File: config.mk
export PLATFORM = sky130hd
export DESIGN_NAME = pcm_serial_port
export DESIGN_NICKNAME = d
export VERILOG_FILES = /design/src/pcm_serial_pkg.sv /design/src/pcm_serial_port.sv /design/src/sample_fifo.sv
export SDC_FILE = /design/constraint.sdc
export NUM_CORES = 1
export LEC_CHECK = 0
export ABC_CLOCK_PERIOD_IN_PS = 3900
export BUFFER_PORTS_ARGS = -buffer_cell sky130_fd_sc_hd__buf_2
export CORE_AREA = 2 2 129 131
export CTS_BUF_LIST = sky130_fd_sc_hd__clkbuf_4 sky130_fd_sc_hd__clkbuf_8 sky130_fd_sc_hd__clkbuf_16
export DETAILED_ROUTE_END_ITERATION = 10
export DIE_AREA = 0 0 131 133
export PLACE_DENSITY_LB_ADDON = 0.3
export REMOVE_ABC_BUFFERS = 1
export SLEW_MARGIN = 20
export SYNTH_ARGS = -nofsm -noshare
export SYNTH_HDL_FRONTEND = slang
export SYNTH_SLANG_ARGS = --single-unit
File: constraint.sdc
create_clock -name clk_i -period 3.9 [get_ports clk_i]
set_input_delay 0.39 -clock clk_i [delete_from_list [all_inputs] [get_ports clk_i]]
set_output_delay 0.39 -clock clk_i [all_outputs]
set_load 0.05 [all_outputs]
File: src/pcm_serial_pkg.sv
// Function
// - Transmit shifts out one 16-bit two's complement word each frame.
// - Receive takes one 16-bit two's complement word each frame from the partner.
// - Bit order select high means MSB first on both paths, low LSB first.
// - Transmit output is high impedance whenever no word is being shifted.
// - Falling transmit sync starts a 16-bit transfer out of the transmit pin.
// - Falling receive sync starts capture of 16 bits from the receive pin.
// - Each path's master clock runs at 2.048 MHz, one bit clock per path.
// - Sample rate is 8 kHz, one word per path per sample period.
// - Disable input high powers the device down; low means normal operation.
// - Receive gain select high gives +3 dB, low gives 0 dB.
// - Transmit gain select high gives -3 dB, low 0 dB; tied low-supply bypasses filter.
// - Word operation starts on first falling data clock edge after sync goes low.
// - Each path works on its own sync and its own clock, independently of the other.
package pcm_serial_pkg;

    localparam int unsigned WORD_BITS       = 16;
    localparam int unsigned CNT_W           = 5;
    localparam logic [4:0]  LAST_BIT_COUNT  = 5'h10;
    localparam logic [4:0]  LAST_RX_INDEX   = 5'h0f;
    localparam int unsigned FRAME_CLOCKS    = 256;
    localparam int unsigned FRAME_W         = 9;
    localparam logic [8:0]  FRAME_COUNT_OK  = 9'h100;
    localparam int unsigned BIT_CLOCK_KHZ   = 2048;
    localparam int unsigned SAMPLE_RATE_HZ  = 8000;
    localparam int unsigned FIFO_DEPTH      = 4;
    localparam logic [15:0] IDLE_WORD       = 16'h0000;
    localparam logic [4:0]  COUNT_RESET     = 5'h00;
    localparam logic [8:0]  FRAME_RESET     = 9'h000;

    typedef enum logic [1:0] {
        PATH_IDLE   = 2'b00,
        PATH_ARMED  = 2'b01,
        PATH_LOADED = 2'b10,
        PATH_SHIFT  = 2'b11
    } path_state_e;

    // Picks the wire-order bit at position idx of a word.
    function automatic logic [3:0] bit_pos(input logic [4:0] idx, input logic msb_first);
        bit_pos = msb_first ? (4'hf - idx[3:0]) : idx[3:0];
    endfunction

endpackage

File: src/pcm_serial_port.sv
`timescale 1ns/10ps
`default_nettype none
module pcm_serial_port #(
    parameter int unsigned WORD_W = pcm_serial_pkg::WORD_BITS,
    parameter int unsigned DEPTH  = pcm_serial_pkg::FIFO_DEPTH
) (
    input  wire logic              clk_i,
    input  wire logic              rst_i,
    input  wire logic              tx_master_clock_i,
    input  wire logic              tx_frame_sync_n_i,
    output logic                   tx_serial_out_o,
    output logic                   tx_serial_oe_o,
    input  wire logic              rx_master_clock_i,
    input  wire logic              rx_frame_sync_n_i,
    input  wire logic              rx_serial_in_i,
    input  wire logic              bit_order_select_i,
    input  wire logic              power_down_in_i,
    input  wire logic              tx_gain_select_i,
    input  wire logic              tx_filter_bypass_i,
    input  wire logic              rx_gain_select_i,
    input  wire logic [WORD_W-1:0] tx_sample_i,
    input  wire logic              tx_sample_valid_i,
    output logic                   tx_sample_ready_o,
    output logic      [WORD_W-1:0] rx_sample_o,
    output logic                   rx_sample_valid_o,
    input  wire logic              rx_sample_ready_i,
    output logic                   tx_active_o,
    output logic                   rx_active_o,
    output logic                   powered_down_o,
    output logic                   rx_gain_plus3_o,
    output logic                   tx_gain_minus3_o,
    output logic                   tx_filter_bypassed_o,
    output logic                   tx_underrun_o,
    output logic                   rx_overrun_o,
    output logic                   frame_error_o
);
    pcm_serial_pkg::path_state_e tx_state;
    pcm_serial_pkg::path_state_e rx_state;

    logic              tx_clk_prev;
    logic              rx_clk_prev;
    logic              tx_sync_prev;
    logic              rx_sync_prev;
    logic              tx_rise;
    logic              tx_fall;
    logic              rx_fall;
    logic              tx_sync_fall;
    logic              rx_sync_fall;
    logic [4:0]        tx_count;
    logic [4:0]        rx_count;
    logic [WORD_W-1:0] tx_word;
    logic [WORD_W-1:0] rx_word;
    logic [WORD_W-1:0] next_rx_word;
    logic              tx_msb_first;
    logic              rx_msb_first;
    logic [WORD_W-1:0] tx_fifo_data;
    logic              tx_fifo_valid;
    logic              tx_fifo_pop;
    logic              rx_push;
    logic              rx_fifo_ready;
    logic [8:0]        frame_clocks;
    logic              frame_seen;

    assign tx_rise      = tx_master_clock_i && !tx_clk_prev;
    assign tx_fall      = !tx_master_clock_i && tx_clk_prev;
    assign rx_fall      = !rx_master_clock_i && rx_clk_prev;
    assign tx_sync_fall = tx_sync_prev && !tx_frame_sync_n_i;
    assign rx_sync_fall = rx_sync_prev && !rx_frame_sync_n_i;
    // Edge A of the transmit path takes the next queued sample.
    assign tx_fifo_pop  = !power_down_in_i && (tx_state == pcm_serial_pkg::PATH_ARMED) && tx_fall;

    sample_fifo #(
        .WIDTH (WORD_W),
        .DEPTH (DEPTH)
    ) tx_fifo (
        .clk_i       (clk_i),
        .rst_i       (rst_i),
        .in_data_i   (tx_sample_i),
        .in_valid_i  (tx_sample_valid_i),
        .in_ready_o  (tx_sample_ready_o),
        .out_data_o  (tx_fifo_data),
        .out_valid_o (tx_fifo_valid),
        .out_ready_i (tx_fifo_pop)
    );

    sample_fifo #(
        .WIDTH (WORD_W),
        .DEPTH (DEPTH)
    ) rx_fifo (
        .clk_i       (clk_i),
        .rst_i       (rst_i),
        .in_data_i   (rx_word),
        .in_valid_i  (rx_push),
        .in_ready_o  (rx_fifo_ready),
        .out_data_o  (rx_sample_o),
        .out_valid_o (rx_sample_valid_o),
        .out_ready_i (rx_sample_ready_i)
    );

    always_ff @(posedge clk_i or posedge rst_i) begin
        if (rst_i) begin
            tx_clk_prev  <= 1'b0;
            rx_clk_prev  <= 1'b0;
            tx_sync_prev <= 1'b1;
            rx_sync_prev <= 1'b1;
        end else begin
            tx_clk_prev  <= tx_master_clock_i;
            rx_clk_prev  <= rx_master_clock_i;
            tx_sync_prev <= tx_frame_sync_n_i;
            rx_sync_prev <= rx_frame_sync_n_i;
        end
    end

    // Static option pins are registered so the outputs come from flip-flops.
    always_ff @(posedge clk_i or posedge rst_i) begin
        if (rst_i) begin
            powered_down_o       <= 1'b0;
            rx_gain_plus3_o      <= 1'b0;
            tx_gain_minus3_o     <= 1'b0;
            tx_filter_bypassed_o <= 1'b0;
        end else begin
            powered_down_o       <= power_down_in_i;
            rx_gain_plus3_o      <= rx_gain_select_i;
            tx_gain_minus3_o     <= tx_gain_select_i && !tx_filter_bypass_i;
            tx_filter_bypassed_o <= tx_filter_bypass_i;
        end
    end

    // Transmit path: arm on sync fall, load at edge A, then one bit per rising edge.
    always_ff @(posedge clk_i or posedge rst_i) begin
        if (rst_i) begin
            tx_state        <= pcm_serial_pkg::PATH_IDLE;
            tx_count        <= pcm_serial_pkg::COUNT_RESET;
            tx_word         <= pcm_serial_pkg::IDLE_WORD;
            tx_msb_first    <= 1'b0;
            tx_serial_out_o <= 1'b0;
            tx_serial_oe_o  <= 1'b0;
            tx_underrun_o   <= 1'b0;
        end else begin
            tx_underrun_o <= 1'b0;
            if (power_down_in_i) begin
                tx_state       <= pcm_serial_pkg::PATH_IDLE;
                tx_serial_oe_o <= 1'b0;
            end else begin
                case (tx_state)
                    pcm_serial_pkg::PATH_IDLE: begin
                        tx_serial_oe_o <= 1'b0;
                        if (tx_sync_fall) begin
                            tx_state <= pcm_serial_pkg::PATH_ARMED;
                        end
                    end
                    pcm_serial_pkg::PATH_ARMED: begin
                        if (tx_fall) begin
                            tx_state      <= pcm_serial_pkg::PATH_LOADED;
                            tx_msb_first  <= bit_order_select_i;
                            tx_word       <= tx_fifo_valid ? tx_fifo_data
                                                           : pcm_serial_pkg::IDLE_WORD;
                            tx_underrun_o <= !tx_fifo_valid;
                            tx_count      <= pcm_serial_pkg::COUNT_RESET;
                        end
                    end
                    pcm_serial_pkg::PATH_LOADED: begin
                        if (tx_rise) begin
                            tx_state        <= pcm_serial_pkg::PATH_SHIFT;
                            tx_serial_oe_o  <= 1'b1;
                            tx_serial_out_o <= tx_word[pcm_serial_pkg::bit_pos(tx_count,
                                                                   tx_msb_first)];
                            tx_count        <= tx_count + 5'h01;
                        end
                    end
                    pcm_serial_pkg::PATH_SHIFT: begin
                        if (tx_rise) begin
                            if (tx_count == pcm_serial_pkg::LAST_BIT_COUNT) begin
                                tx_state       <= pcm_serial_pkg::PATH_IDLE;
                                tx_serial_oe_o <= 1'b0;
                            end else begin
                                tx_serial_out_o <= tx_word[pcm_serial_pkg::bit_pos(tx_count,
                                                                       tx_msb_first)];
                                tx_count        <= tx_count + 5'h01;
                            end
                        end
                    end
                    default: begin
                        tx_state <= pcm_serial_pkg::PATH_IDLE;
                    end
                endcase
            end
        end
    end

    always_comb begin
        next_rx_word = rx_word;
        next_rx_word[pcm_serial_pkg::bit_pos(rx_count, rx_msb_first)] = rx_serial_in_i;
    end

    // Receive path: arm on sync fall, edge A starts, then sample on 16 falling edges.
    always_ff @(posedge clk_i or posedge rst_i) begin
        if (rst_i) begin
            rx_state     <= pcm_serial_pkg::PATH_IDLE;
            rx_count     <= pcm_serial_pkg::COUNT_RESET;
            rx_word      <= pcm_serial_pkg::IDLE_WORD;
            rx_msb_first <= 1'b0;
            rx_push      <= 1'b0;
            rx_overrun_o <= 1'b0;
        end else begin
            rx_push      <= 1'b0;
            rx_overrun_o <= 1'b0;
            if (power_down_in_i) begin
                rx_state <= pcm_serial_pkg::PATH_IDLE;
            end else begin
                case (rx_state)
                    pcm_serial_pkg::PATH_IDLE: begin
                        if (rx_sync_fall) begin
                            rx_state <= pcm_serial_pkg::PATH_ARMED;
                        end
                    end
                    pcm_serial_pkg::PATH_ARMED: begin
                        if (rx_fall) begin
                            rx_state     <= pcm_serial_pkg::PATH_SHIFT;
                            rx_msb_first <= bit_order_select_i;
                            rx_count     <= pcm_serial_pkg::COUNT_RESET;
                        end
                    end
                    pcm_serial_pkg::PATH_SHIFT: begin
                        if (rx_fall) begin
                            rx_word  <= next_rx_word;
                            rx_count <= rx_count + 5'h01;
                            if (rx_count == pcm_serial_pkg::LAST_RX_INDEX) begin
                                rx_state     <= pcm_serial_pkg::PATH_IDLE;
                                rx_push      <= rx_fifo_ready;
                                rx_overrun_o <= !rx_fifo_ready;
                            end
                        end
                    end
                    default: begin
                        rx_state <= pcm_serial_pkg::PATH_IDLE;
                    end
                endcase
            end
        end
    end

    // Counts transmit clock falls between syncs to flag a frame of the wrong length.
    always_ff @(posedge clk_i or posedge rst_i) begin
        if (rst_i) begin
            frame_clocks  <= pcm_serial_pkg::FRAME_RESET;
            frame_seen    <= 1'b0;
            frame_error_o <= 1'b0;
        end else begin
            frame_error_o <= 1'b0;
            if (power_down_in_i) begin
                frame_seen   <= 1'b0;
                frame_clocks <= pcm_serial_pkg::FRAME_RESET;
            end else if (tx_sync_fall) begin
                frame_error_o <= frame_seen &&
                                 (frame_clocks != pcm_serial_pkg::FRAME_COUNT_OK);
                frame_seen    <= 1'b1;
                frame_clocks  <= {8'h00, tx_fall};
            end else if (tx_fall && frame_clocks != 9'h1ff) begin
                frame_clocks <= frame_clocks + 9'h001;
            end
        end
    end

    assign tx_active_o = (tx_state != pcm_serial_pkg::PATH_IDLE);
    assign rx_active_o = (rx_state != pcm_serial_pkg::PATH_IDLE);

endmodule
`default_nettype wire

File: src/sample_fifo.sv
`timescale 1ns/10ps
`default_nettype none
module sample_fifo #(
    parameter int unsigned WIDTH = 16,
    parameter int unsigned DEPTH = 4
) (
    input  wire logic             clk_i,
    input  wire logic             rst_i,
    input  wire logic [WIDTH-1:0] in_data_i,
    input  wire logic             in_valid_i,
    output logic                  in_ready_o,
    output logic      [WIDTH-1:0] out_data_o,
    output logic                  out_valid_o,
    input  wire logic             out_ready_i
);
    localparam int unsigned PTR_W = (DEPTH > 1) ? $clog2(DEPTH) : 1;
    localparam int unsigned CNT_W = $clog2(DEPTH + 1);
    localparam logic [PTR_W-1:0] PTR_LAST = PTR_W'(DEPTH - 1);
    localparam logic [CNT_W-1:0] CNT_FULL = CNT_W'(DEPTH);

    logic [WIDTH-1:0] mem [DEPTH];
    logic [PTR_W-1:0] wr_ptr;
    logic [PTR_W-1:0] rd_ptr;
    logic [CNT_W-1:0] fill;
    logic             push;
    logic             pop;

    assign in_ready_o  = (fill != CNT_FULL);
    assign out_valid_o = (fill != '0);
    assign out_data_o  = mem[rd_ptr];
    assign push        = in_valid_i && in_ready_o;
    assign pop         = out_valid_o && out_ready_i;

    always_ff @(posedge clk_i) begin
        if (push) begin
            mem[wr_ptr] <= in_data_i;
        end
    end

    always_ff @(posedge clk_i or posedge rst_i) begin
        if (rst_i) begin
            wr_ptr <= '0;
            rd_ptr <= '0;
            fill   <= '0;
        end else begin
            if (push) begin
                wr_ptr <= (wr_ptr == PTR_LAST) ? '0 : wr_ptr + 1'b1;
            end
            if (pop) begin
                rd_ptr <= (rd_ptr == PTR_LAST) ? '0 : rd_ptr + 1'b1;
            end
            if (push && !pop) begin
                fill <= fill + 1'b1;
            end else if (pop && !push) begin
                fill <= fill - 1'b1;
            end
        end
    end
endmodule
`default_nettype wire
# Word-level counts from Yosys, hierarchy flattened
# Memory sizes are Yosys's and may differ from the RTL's.
# Cells that the tools add are included.
# totals
inputBits	30
ram_bits	128
mem_count	2
regBits	86
output_inout_bits	29
# mem_list
name	depth	word_bits	read_ports	rd_ports_with_merged_regs	write_ports	line_no	text
rx_fifo.mem	4	16	1	0	1	sample_fifo.sv:21	logic [WIDTH-1:0] mem [DEPTH];
tx_fifo.mem	4	16	1	0	1	sample_fifo.sv:21	
# op_classes
reduce_logical	55
n_eq_ne	30
n_lt_le_gt_ge	3
n_addsub	13
n_mux	68
bitwise_logic	1
# ops
op	count
$ne A3 B3 Y1 const B	11
$mux W2	15
$mux W5	6
$mux W1	28
$mux W9	3
$logic_and A1 B1 Y1	19
$ne A9 B9 Y1 const B	2
$bwmux W16	1
$mux W16	1
$pmux W5 S3	1
$eq A2 B2 Y1 const B	7
$reduce_bool A2 Y1	7
$logic_not A1 Y1	13
$mux W3	4
$ne A2 B2 Y1 const B	6
$reduce_and A4 Y1	3
$reduce_bool A3 Y1	4
$add A5 B1 Y5 const B	2
$lt A4 B5 Y1 const B	2
$pmux W5 S2	1
$reduce_and A5 Y1	2
$add A9 B1 Y9 const B	1
$reduce_and A3 Y1	3
$add A2 B1 Y2 const B	4
18 further kinds	24

# Depth between registers and ports, before layout
# Gate-level depths: netlist of run 1.
# depth
ltp_word	7
depth_mapped	12
ltp_nobuf	11

# Cells and area by module
# From an unflattened synthesis of run 1, not the netlist that was laid out.
# unflattened
hier_cells	626
area_unflattened_um2	9339.0
# modules_own_cells
module	cells_per_inst	area_each_um2	n_inst
sample_fifo	122	2798.9	2
pcm_serial_port	382	3741.1	1

# Least setup slack after synthesis of run 1
# No wires, ideal clock.
# synth_path
path_type	register -> register
start	register tx_state[1]
end	register tx_fifo.fill[1]
synth_period_minus_slack_ps	2406
stages_incl_launch_ff	11
path_buffers	1
arrival_ps	2281
path_slack_ps	1494
path_cell_list	dfrtp_1 -> inv_1 -> ha_1 -> nand3b_2 -> nor2_4 -> buf_2 -> inv_1 -> ha_1 -> inv_1 -> fa_1 -> mux2_2
# synth_between
elab_chain_len	7
# synth_rtl
element	line_no	text
start: declaration	pcm_serial_port.sv:37	pcm_serial_pkg::path_state_e tx_state;
start signal: assignment	pcm_serial_port.sv:132	tx_state <= pcm_serial_pkg::PATH_IDLE;
start signal: assignment	pcm_serial_port.sv:142	tx_state <= pcm_serial_pkg::PATH_IDLE;
start signal: assignment	pcm_serial_port.sv:149	tx_state <= pcm_serial_pkg::PATH_ARMED;
$eq A2 B1 Y1 (*)	pcm_serial_port.sv:70	assign tx_fifo_pop = !power_down_in_i && (tx_state == pcm_serial_pkg::PATH_ARMED) && tx_fall;
$logic_and A1 B1 Y1 (*) (2 in series)	pcm_serial_port.sv:70	
$logic_and A1 B1 Y1 (*)	sample_fifo.sv:32	assign pop = out_valid_o && out_ready_i;
$logic_not A1 Y1	sample_fifo.sv:52	if (push && !pop) begin
$logic_and A1 B1 Y1	sample_fifo.sv:52	
$mux W3 / $reduce_bool A2 Y1 (equally long branches)	--	
end signal: assignment	sample_fifo.sv:53	fill <= fill + 1'b1;
end signal: assignment	sample_fifo.sv:55	fill <= fill - 1'b1;
end: declaration	sample_fifo.sv:24	logic [CNT_W-1:0] fill;
# Every way passes the cells marked *; elsewhere a longest branch is shown, timed or not.
# A chain may end at the register's enable or synchronous reset.

# Worst setup path after layout of run 1
# Same ends and word-level chain as after synthesis.

==> impl_metrics.yaml, run 1 <==
yosys:
  synthTopCellsByArea: "edfxtp_1 (42%), dfrtp_1 (23%), mux4_2 (8.9%)"
  synth_area_leader_cell: "edfxtp_1"
  syn_area_um2: 9100
  yosysSeqAreaShare_pct: 65.9
  synth_fa_ha_area_share_pct: 3.60
  netlist_instances: 577
  synthArstFlopShare_pct: 40.2
  synth.avg_cell_area_um2: 15.8
  synth_xor_area_share_pct: 1.35
  yosys_most_used_dff: "edfxtp_1"
  yosys_warnings: 0
  synth-simple-area-share_pct: 8.36
  yosysUniqueCellTypes: 58
  synth_edf_count: 128
  yosysTopAreaCellShare_pct: 42.2
  yosysMostFrequentCell: "edfxtp_1"
  ys_seq_elements: 214
  muxShareOfSynthArea_pct: 13.6
  synth_common_cells: "edfxtp_1 (128), dfrtp_1 (84), nand2_1 (44), mux4_2 (36), nor2_1 (28)"
  synth_top_family_by_area: "multiplexers"
  synth_compound_area_share_pct: 5.18
critical_path:
  crit_type: "flip-flop to flip-flop"
  cp_data_required_time_ns: 4.27
  startpoint_type: "flip-flop"
  slowest_stage: "nor2_4"
  crit_chain: "inv_1, ha_1, nand3b_2, nor2_4, inv_1, ha_1, inv_1, fa_1, mux2_2"
  worstPathArrival_ns: 3.18
  crit_top_cell: "inv_1"
  critPathMaxStageDelay_ns: 0.50
  path_max_fanout: 19
  end_kind: "flip-flop"
cts:
  htreeDepth: 1
  cts_tree: "yes"
  insertion_delay_ns: 0.50
  post_cts_buffers: 0
  cts_buffers: 23
  cts_root_buf: "clkbuf_16"
  cts.clk_slew.worst_paths_ns: 0.06
  cts.sinks: 214
  holdBufCountCts: 4
  cts_buffer_depth: 3
  cts_resized: 0
routing:
  drtIter0Drc: 247
  viasPerCell: 5.52
  drt_pre_antenna_iters: 4
  ant_nets: 0
  post_drt_wl_per_cell_um: 17.4
  num_vias: 4855
  drc: 0
  finalWirelength_mm: 15.3
status:
  status: "finished clean"
place:
  place_congestion: 0.768
  portBuffers: 58
  dp.final_hpwl_mm: 9.92
sta:
  max_slew_margin_pct: 39.7
  rsz0062_at_grt: "no"
  hold_viol: 0
  fmax_mhz: 357
  setup_viol: 0
  final.setup_skew_ns: 0.0185
  tns_ns: 0
  fin_crit_sh_pct: 71.9
  period_minus_slack_ns: 2.81
  report.final.slew_viol_count: 0
  tightestPinTransition_ns: 0.905
die:
  dieArea_um2: 17400
  die_h_um: 133
  die_w_um: 131
  initial_core_util_pct: 56.3
  core_um2: 16200
  pin_count: 59
  row_count: 47
cells_and_area:
  area_delta_synth_final_pct: 13.7
  drive_gt1_share_pct: 26.9
  diodes: 0
  nNetsFinal: 698
  n_fill_cell: 1139
global_route:
  overflow: 0
  grt_pass1_wl_mm: 25.5
  grt_pass1_vias: 5051
  track_usage_pct: 18.5
  grt_max_degree: 64
  antenna_found_initial: 0
pwr:
  power_mw: 6.18
  ir_worst_vdd_v: 0.000508
  internal_power_mw: 4.50
  clkPwrFrac_pct: 34.1
  powerDensity_nw_per_um2: 597
  power_switching_mw: 1.67
  leakage_nw: 4.14
  pwr-share-comb_pct: 17.8
  seq_power_share_pct: 48.0
  netSwitchingFraction_pct: 27.1
job:
  cap_violations: 0
hold_path:
  hold_class: "input port to flip-flop"
critical path, delay by kind of cell, from the launching register on:
family                     cells  cell delay, ns
buffers and inverters          3            0.27
muxes                          1            0.27
and+or+nand+nor                2            0.88
DFF                            1            0.40
adders and majority gates      3            0.86
kinds of logic (layout without fill, tap and decap cells):
group                      count (synthesis)  count (layout)
muxes                                     73              73
AOI/OAI and AO/OA                         65              65
adders and majority gates                 25              25
and+or+nand+nor                          146             146
xor gates and xnor gates                  14              14
buffers and inverters                     40             122
DFF                                      214             214
state kept, by name, summed over array words and instances (netlist names), 2 cells and up:
register and flops:
rx_fifo.mem 64, tx_fifo.rd_ptr 2, rx_count 5, rx_state 2, tx_count 5, tx_state 2, tx_word 16, rx_fifo.fill 3
tx_fifo.mem 64, tx_fifo.wr_ptr 2, rx_word 16, rx_fifo.rd_ptr 2, frame_clocks 9, rx_fifo.wr_ptr 2, tx_fifo.fill 3
power groups by stage:
stage	Sequential [mW]	Combinational (mW)	Clock [mW]
finish	2.97	1.10	2.11
global route	3.02	1.22	2.24
CTS	2.97	1.12	2.15
detailed placement	3.02	1.11	0
global placement	2.99	1.08	0
floorplan	2.96	0.850	0
metrics by stage:
| step | std cells | setup WS [ns] | utilization, % | hold slack [ns] | instance area [um^2] |
|---|---|---|---|---|---|
| 5_1_grt | 879 | 0.874 | 64.0 | 0.0240 | 10300 |
| 2_1_floorplan | 554 | 1.29 | - | 0.394 | 8980 |
| 4_1_cts | 879 | 0.986 | 63.9 | 0.0159 | 10300 |
| 3_3_place_gp | 834 | 1.18 | 59.1 | 0.462 | 9560 |
| 3_5_place_dp | 834 | 1.09 | 59.1 | 0.482 | 9560 |
| 6_report | 879 | 1.09 | 64.0 | 0.0315 | 10300 |
routing by layer:
| metal | track usage [%] | part of all wire, % | vias up |
|---|---|---|---|
| li1 | - | - | 2317 |
| met1 | 26.0 | 43 | 2427 |
| met2 | 30.3 | 50 | 89 |
| met3 | 3.76 | 4.2 | 22 |
| met4 | 4.08 | 2.0 | 0 |
| met5 | 0 | 0 | - |
worst paths after layout:
kind / startpoint / end / slack [ns] / cells after the start
max in group asynchronous: rst_i / tx_gain_minus3_o / 3.01 / 3
hold reg to reg: rx_count[4] / rx_count[4] / 0.49 / 2
setup reg to reg: tx_state[1] / tx_fifo.fill[1] / 1.09 / 9
hold / removal: tx_filter_bypass_i / tx_filter_bypassed_o / 0.03 / 1
setup / recovery: tx_state[1] / tx_fifo.fill[1] / 1.09 / 9
min in group asynchronous: rst_i / frame_error_o / 0.04 / 2
cell type report:
type / count / area [um^2] / area share (%)
clock buffers: 28 / 613 / 5.93
clock inverters: 13 / 126 / 1.22
inverters: 17 / 66.3 / 0.641
flip-flops and latches: 214 / 6000 / 58.0
repair buffers: 64 / 345 / 3.34
well taps: 220 / 275 / 2.66
multi-input cells: 323 / 2920 / 28.2
cells in the final DEF, fill, tap and decap left out, types with 6 or more instances in the layout:
cell and n:
edfxtp_1 128, nor2_1 28, a22o_1 17, o21ai_0 16, mux2_1 6, mux2i_1 10
and3_1 11, mux4_2 36, xor2_1 12, nor3_1 6, clkbuf_16 23, nor2b_1 10
dfrtp_1 82, buf_2 58, nand2b_1 8, ha_1 23, mux2_2 16, nand3_1 9
a21oi_1 9, nand2_1 44, inv_1 16
Power figures use the tool's default switching activity.
==> run 2, diff against run 1 <==
- ABC_CLOCK_PERIOD_IN_PS: 3900 -> 2600
- clock period: 3.9 -> 2.6 ns (I/O delays scaled with it)
==> run 2 against run 1 <==
Compared with the run above: sequential power rose by 48%; sequential cell count unchanged; utilization up 2.1 points; wire length is 3.6% higher; combinational power is 63% higher; clock power up 60%; worst hold slack lost 0.014 ns; worst setup slack worse by 0.82 ns; total power is 55% higher; die area unchanged; critical endpoint is now rx_sample_o[9]; largest cell class unchanged.
==> impl_metrics.yaml, run 2 (same netlist as run 1, synthesis figures left out) <==
cells_and_area:
  seq_area_um2: 6000
  fin_area_um2: 10700
  diodes: 0
  final_cells: 909
  nNetsFinal: 728
  drive_gt1_share_pct: 27.0
  layout_common_cells: "edfxtp_1 (128), dfrtp_1 (84), buf_2 (58)"
  top_regs: "rx_fifo.mem (64), tx_fifo.mem (64)"
  final_common_cell: "edfxtp_1"
  n_fill_cell: 1107
  multi_input_area_um2: 2920
  area_delta_synth_final_pct: 17.4
die:
  initial_core_util_pct: 56.3
  core_um2: 16200
  dieArea_um2: 17400
  die_w_um: 131
  die_h_um: 133
  row_count: 47
  pin_count: 59
cts:
  cts_tree: "yes"
  cts_buffer_depth: 3
  cts_root_buf: "clkbuf_16"
  cts.clk_slew.worst_paths_ns: 0.06
  cts.sinks: 214
  htreeDepth: 1
  cts_buffers: 22
  post_cts_buffers: 0
  insertion_delay_ns: 0.50
global_route:
  grt_max_degree: 63
  antenna_found_initial: 0
  overflow: 0
  grt_pass1_wl_mm: 26.6
  grt_pass1_vias: 5275
  track_usage_pct: 19.4
sta:
  tns_ns: 0
  period_minus_slack_ns: 2.32
  fin_crit_sh_pct: 89.4
  max_slew_margin_pct: 45.0
  fmax_mhz: 430
  hold_viol: 0
  tightestPinTransition_ns: 0.825
  report.final.slew_viol_count: 0
  fin_ws_ns: 0.275
  rsz0062_at_grt: "no"
  final.setup_skew_ns: 0.0201
  setup_viol: 0
pwr:
  ir_worst_vdd_v: 0.000705
  power_mw: 9.56
  leakage_nw: 4.32
  powerDensity_nw_per_um2: 895
critical_path:
  slowest_stage: "dfrtp_1"
  crit_type: "flip-flop to output port"
  crit_buf_inv: 1
  end_kind: "output port"
  startpoint_type: "flip-flop"
  cp_data_required_time_ns: 2.34
  path_max_fanout: 18
  worstPathArrival_ns: 2.06
  crit_chain: "mux4_2, buf_2"
  critPathMaxStageDelay_ns: 0.87
  critical-path-top-delay-family: "flip-flops"
place:
  pre_cts_ws_ns: 0.456
  place_area_um2: 9660
  post-place-cells: 846
  dp.final_hpwl_mm: 10.3
  place_congestion: 0.799
  portBuffers: 58
routing:
  finalWirelength_mm: 15.9
  drtIter0Drc: 253
  drt_pre_antenna_iters: 4
  drc: 0
  ant_nets: 0
  post_drt_wl_per_cell_um: 17.4
  num_vias: 5048
  viasPerCell: 5.55
hold_path:
  hold_class: "input port to flip-flop"
status:
  status: "finished clean"
job:
  cap_violations: 0
[run 2: cell count changes in the layout (fill, tap and decap cells not counted), sizes merged]
| cell | previous run | this run |
|---|---|---|
| clkinv | 6 | 10 |
| inv | 18 | 16 |
| dlygate4sd3 | 4 | 23 |
| buf | 60 | 72 |
| clkbuf | 28 | 23 |
| bufinv | 2 | 5 |
| clkinvlp | 4 | 3 |
[run 2: final timing paths]
| path | endpoint | depth (start not counted) | slack (ns) | start |
|---|---|---|---|---|
| worst max-delay path | rx_sample_o[9] | 2 | 0.28 | rx_fifo.rd_ptr[1] |
| worst min-delay path | tx_gain_minus3_o | 2 | 0.02 | tx_gain_select_i |
| worst max register to register | rx_fifo.fill[2] | 8 | 0.43 | rx_fifo.fill[0] |
| worst min register to register | rx_count[4] | 2 | 0.48 | rx_count[4] |
| max in group asynchronous | tx_word[0] | 4 | 1.62 | rst_i |
| min in group asynchronous | rx_clk_prev | 3 | 0.31 | rst_i |
[run 2: metal layers]
metal | vias up | part of all wire [%] | track usage [%]
met1 | 2556 | 42 | 25.4
met2 | 102 | 53 | 34.1
met3 | 18 | 4.3 | 3.32
met5 | - | 0 | 0
li1 | 2372 | - | -
met4 | 0 | 1.3 | 4.43
[run 2: through the flow]
stage               utilization [%]  hold WS, ns
finish                         66.1       0.0171
global placement               59.8        0.289
detailed placement             59.8        0.295
floorplan                         -        0.264
CTS                            66.1      0.00319
global route                   66.1      0.00719
[run 2: worst reg2reg max path, stage by stage (launching register included)]
cell	delay (ns)
dfrtp_1	0.43
or3_1	0.40
nand2_1	0.14
ha_1	0.20
inv_1	0.06
fa_1	0.38
xor2_1	0.17
nor2_1	0.13
xor2_1	0.18
[run 2: layout make-up]
cell class	instances	area share [%]
Multi-Input combinational cell	323	27.3
Tap cell	220	2.58
Clock buffer	23	5.28
Timing Repair Buffer	95	5.97
Sequential cell	214	56.1
Clock inverter	17	2.17
Inverter	17	0.609
[run 2: timing repair]
action                                 4_1_cts  5_1_grt
endpoints found under the hold margin       93        0
hold buffers                                23        0
gates resized for setup                      0        0
[run 2: report_power, final]
part	internal [mW]	switching, mW
Combinational	0.895	0.895
Sequential	4.03	0.364
Clock	2.09	1.29
Total	7.01	2.55
==> run 3, diff against run 2 <==
- CTS_BUF_LIST: sky130_fd_sc_hd__clkbuf_4 sky130_fd_sc_hd__clkbuf_8 sky130_fd_sc_hd__clkbuf_16 -> sky130_fd_sc_hd__clkbuf_4
==> run 3 against run 2 <==
Compared with the run above: cell count is 7.0% higher; via count increased by 4.4%; worst setup slack worse by 0.13 ns; register-to-register slack about the same; critical endpoint unchanged; largest power group unchanged.
==> impl_metrics.yaml, run 3 (same netlist as run 1, synthesis figures left out) <==
sta:
  report.final.slew_viol_count: 0
  tightestPinTransition_ns: 0.798
  final.setup_skew_ns: 0.0242
  fin_ws_ns: 0.150
  max_slew_margin_pct: 46.8
  fmax_mhz: 408
  tns_ns: 0
  period_minus_slack_ns: 2.45
  hold_viol: 0
  setup_viol: 0
  rsz0062_at_grt: "no"
  fin_hold_ws_ns: 0.0711
  fin_crit_sh_pct: 94.2
place:
  portBuffers: 58
  pre_cts_ws_ns: 0.456
  dp.final_hpwl_mm: 10.3
  place_congestion: 0.799
  place_area_um2: 9660
  post-place-cells: 846
critical_path:
  r2r_setup_slack_ns: 0.43
  end_kind: "output port"
  path_max_fanout: 18
  r2r-start: "rx_fifo.fill[0]"
  cp_data_required_time_ns: 2.34
  worstPathArrival_ns: 2.19
  crit_type: "flip-flop to output port"
  startpoint_type: "flip-flop"
  worst-r2r-cell-count: 8
  worstReg2RegEnd: "rx_fifo.fill[2]"
pwr:
  seq_power_share_pct: 49.6
  powerDensity_nw_per_um2: 835
  leakage_nw: 4.34
  clkPwrFrac_pct: 30.1
  netSwitchingFraction_pct: 28.9
  pwr-share-comb_pct: 20.3
  power_switching_mw: 2.56
  power_mw: 8.85
  internal_power_mw: 6.30
  ir_worst_vdd_v: 0.000633
cells_and_area:
  area_delta_synth_final_pct: 16.6
  drive_gt1_share_pct: 30.6
  n_fill_cell: 1173
  nNetsFinal: 763
  layout_common_cells: "edfxtp_1 (128), dfrtp_1 (84), clkbuf_4 (77)"
  final_cells: 973
  post-route-util_pct: 65.6
  final_common_cell: "edfxtp_1"
  fin_area_um2: 10600
  top_regs: "rx_fifo.mem (64), tx_fifo.mem (64)"
cts:
  cts_buffers: 53
  cts_tree: "yes"
  cts_root_buf: "clkbuf_4"
  cts_resized: 0
  htreeDepth: 2
  cts.clk_slew.worst_paths_ns: 0.07
  cts.sinks: 214
  insertion_delay_ns: 0.65
  cts_buffer_depth: 3
die:
  die_w_um: 131
  core_um2: 16200
  row_count: 47
  die_h_um: 133
  initial_core_util_pct: 56.3
  pin_count: 59
  dieArea_um2: 17400
routing:
  post_drt_wl_per_cell_um: 16.7
  ant_nets: 0
  viasPerCell: 5.41
  drtIter0Drc: 190
  drt_pre_antenna_iters: 4
  drc: 0
  finalWirelength_mm: 16.3
  num_vias: 5268
global_route:
  track_usage_pct: 20.0
  antenna_found_initial: 1
  overflow: 0
  grt_max_degree: 63
  grt_pass1_vias: 5565
  grt_pass1_wl_mm: 27.2
hold_path:
  min-delay-start: "rx_serial_in_i"
  hold_path_depth: 2
  hold_class: "input port to flip-flop"
  hold-path-endpoint: "rx_word[14]"
job:
  cap_violations: 0
status:
  status: "finished clean"
==> run 3: cell types whose count changed in the layout (fill, tap and decap cells not counted), sizes merged <==
cell and change:
clkbuf +54, clkinv +10, bufinv -5, dlygate4sd3 +4
diode +1
==> run 3: layout make-up <==
class / instances / area, um^2 / area share, %
sequential: 214 / 6000 / 56.5
multi-input combinational: 323 / 2920 / 27.5
timing repair buffer: 99 / 678 / 6.39
clock buffer: 77 / 578 / 5.45
tap: 220 / 275 / 2.59
clock inverter: 22 / 96.3 / 0.908
inverter: 17 / 65.1 / 0.613
antenna: 1 / 2.50 / 0.0236
==> run 3: how the worst max path moves through the flow <==
stage | from | end | cells after the start
after floorplan | rst_i | frame_clocks[0] | 1
after global placement | rx_fifo.fill[0] | rx_fifo.fill[2] | 8
after detailed placement | rx_fifo.fill[0] | rx_fifo.fill[2] | 8
after CTS | rx_fifo.rd_ptr[1] | rx_sample_o[9] | 2
after global routing | rx_fifo.rd_ptr[1] | rx_sample_o[9] | 2
final | rx_fifo.rd_ptr[1] | rx_sample_o[9] | 2
==> run 3: worst max-delay path, stage by stage (launching register included) <==
cell,delay (ns)
dfrtp_1,0.86
mux4_2,0.45
buf_2,0.24
==> run 3: what timing repair did <==
item / CTS / global route
endpoints found under the hold margin: 105 / 0
setup buffers: 0 / 0
hold buffers: 27 / 0
==> run 3: layer usage <==
metal	track usage, %	vias up	wire, um
met4	6.26	0	248
li1	-	2485	-
met2	34.8	122	8560
met1	24.6	2640	6730
met5	0	-	0
met3	5.05	21	725
==> run 3: power by group through the flow <==
stage               logic (mW)  clock network [mW]  registers, mW
finish                    1.79                2.67           4.39
global route              1.98                2.95           4.45
CTS                       1.82                2.77           4.40
detailed placement        1.78                   0           4.46
global placement          1.72                   0           4.42
floorplan                 1.28                   0           4.44
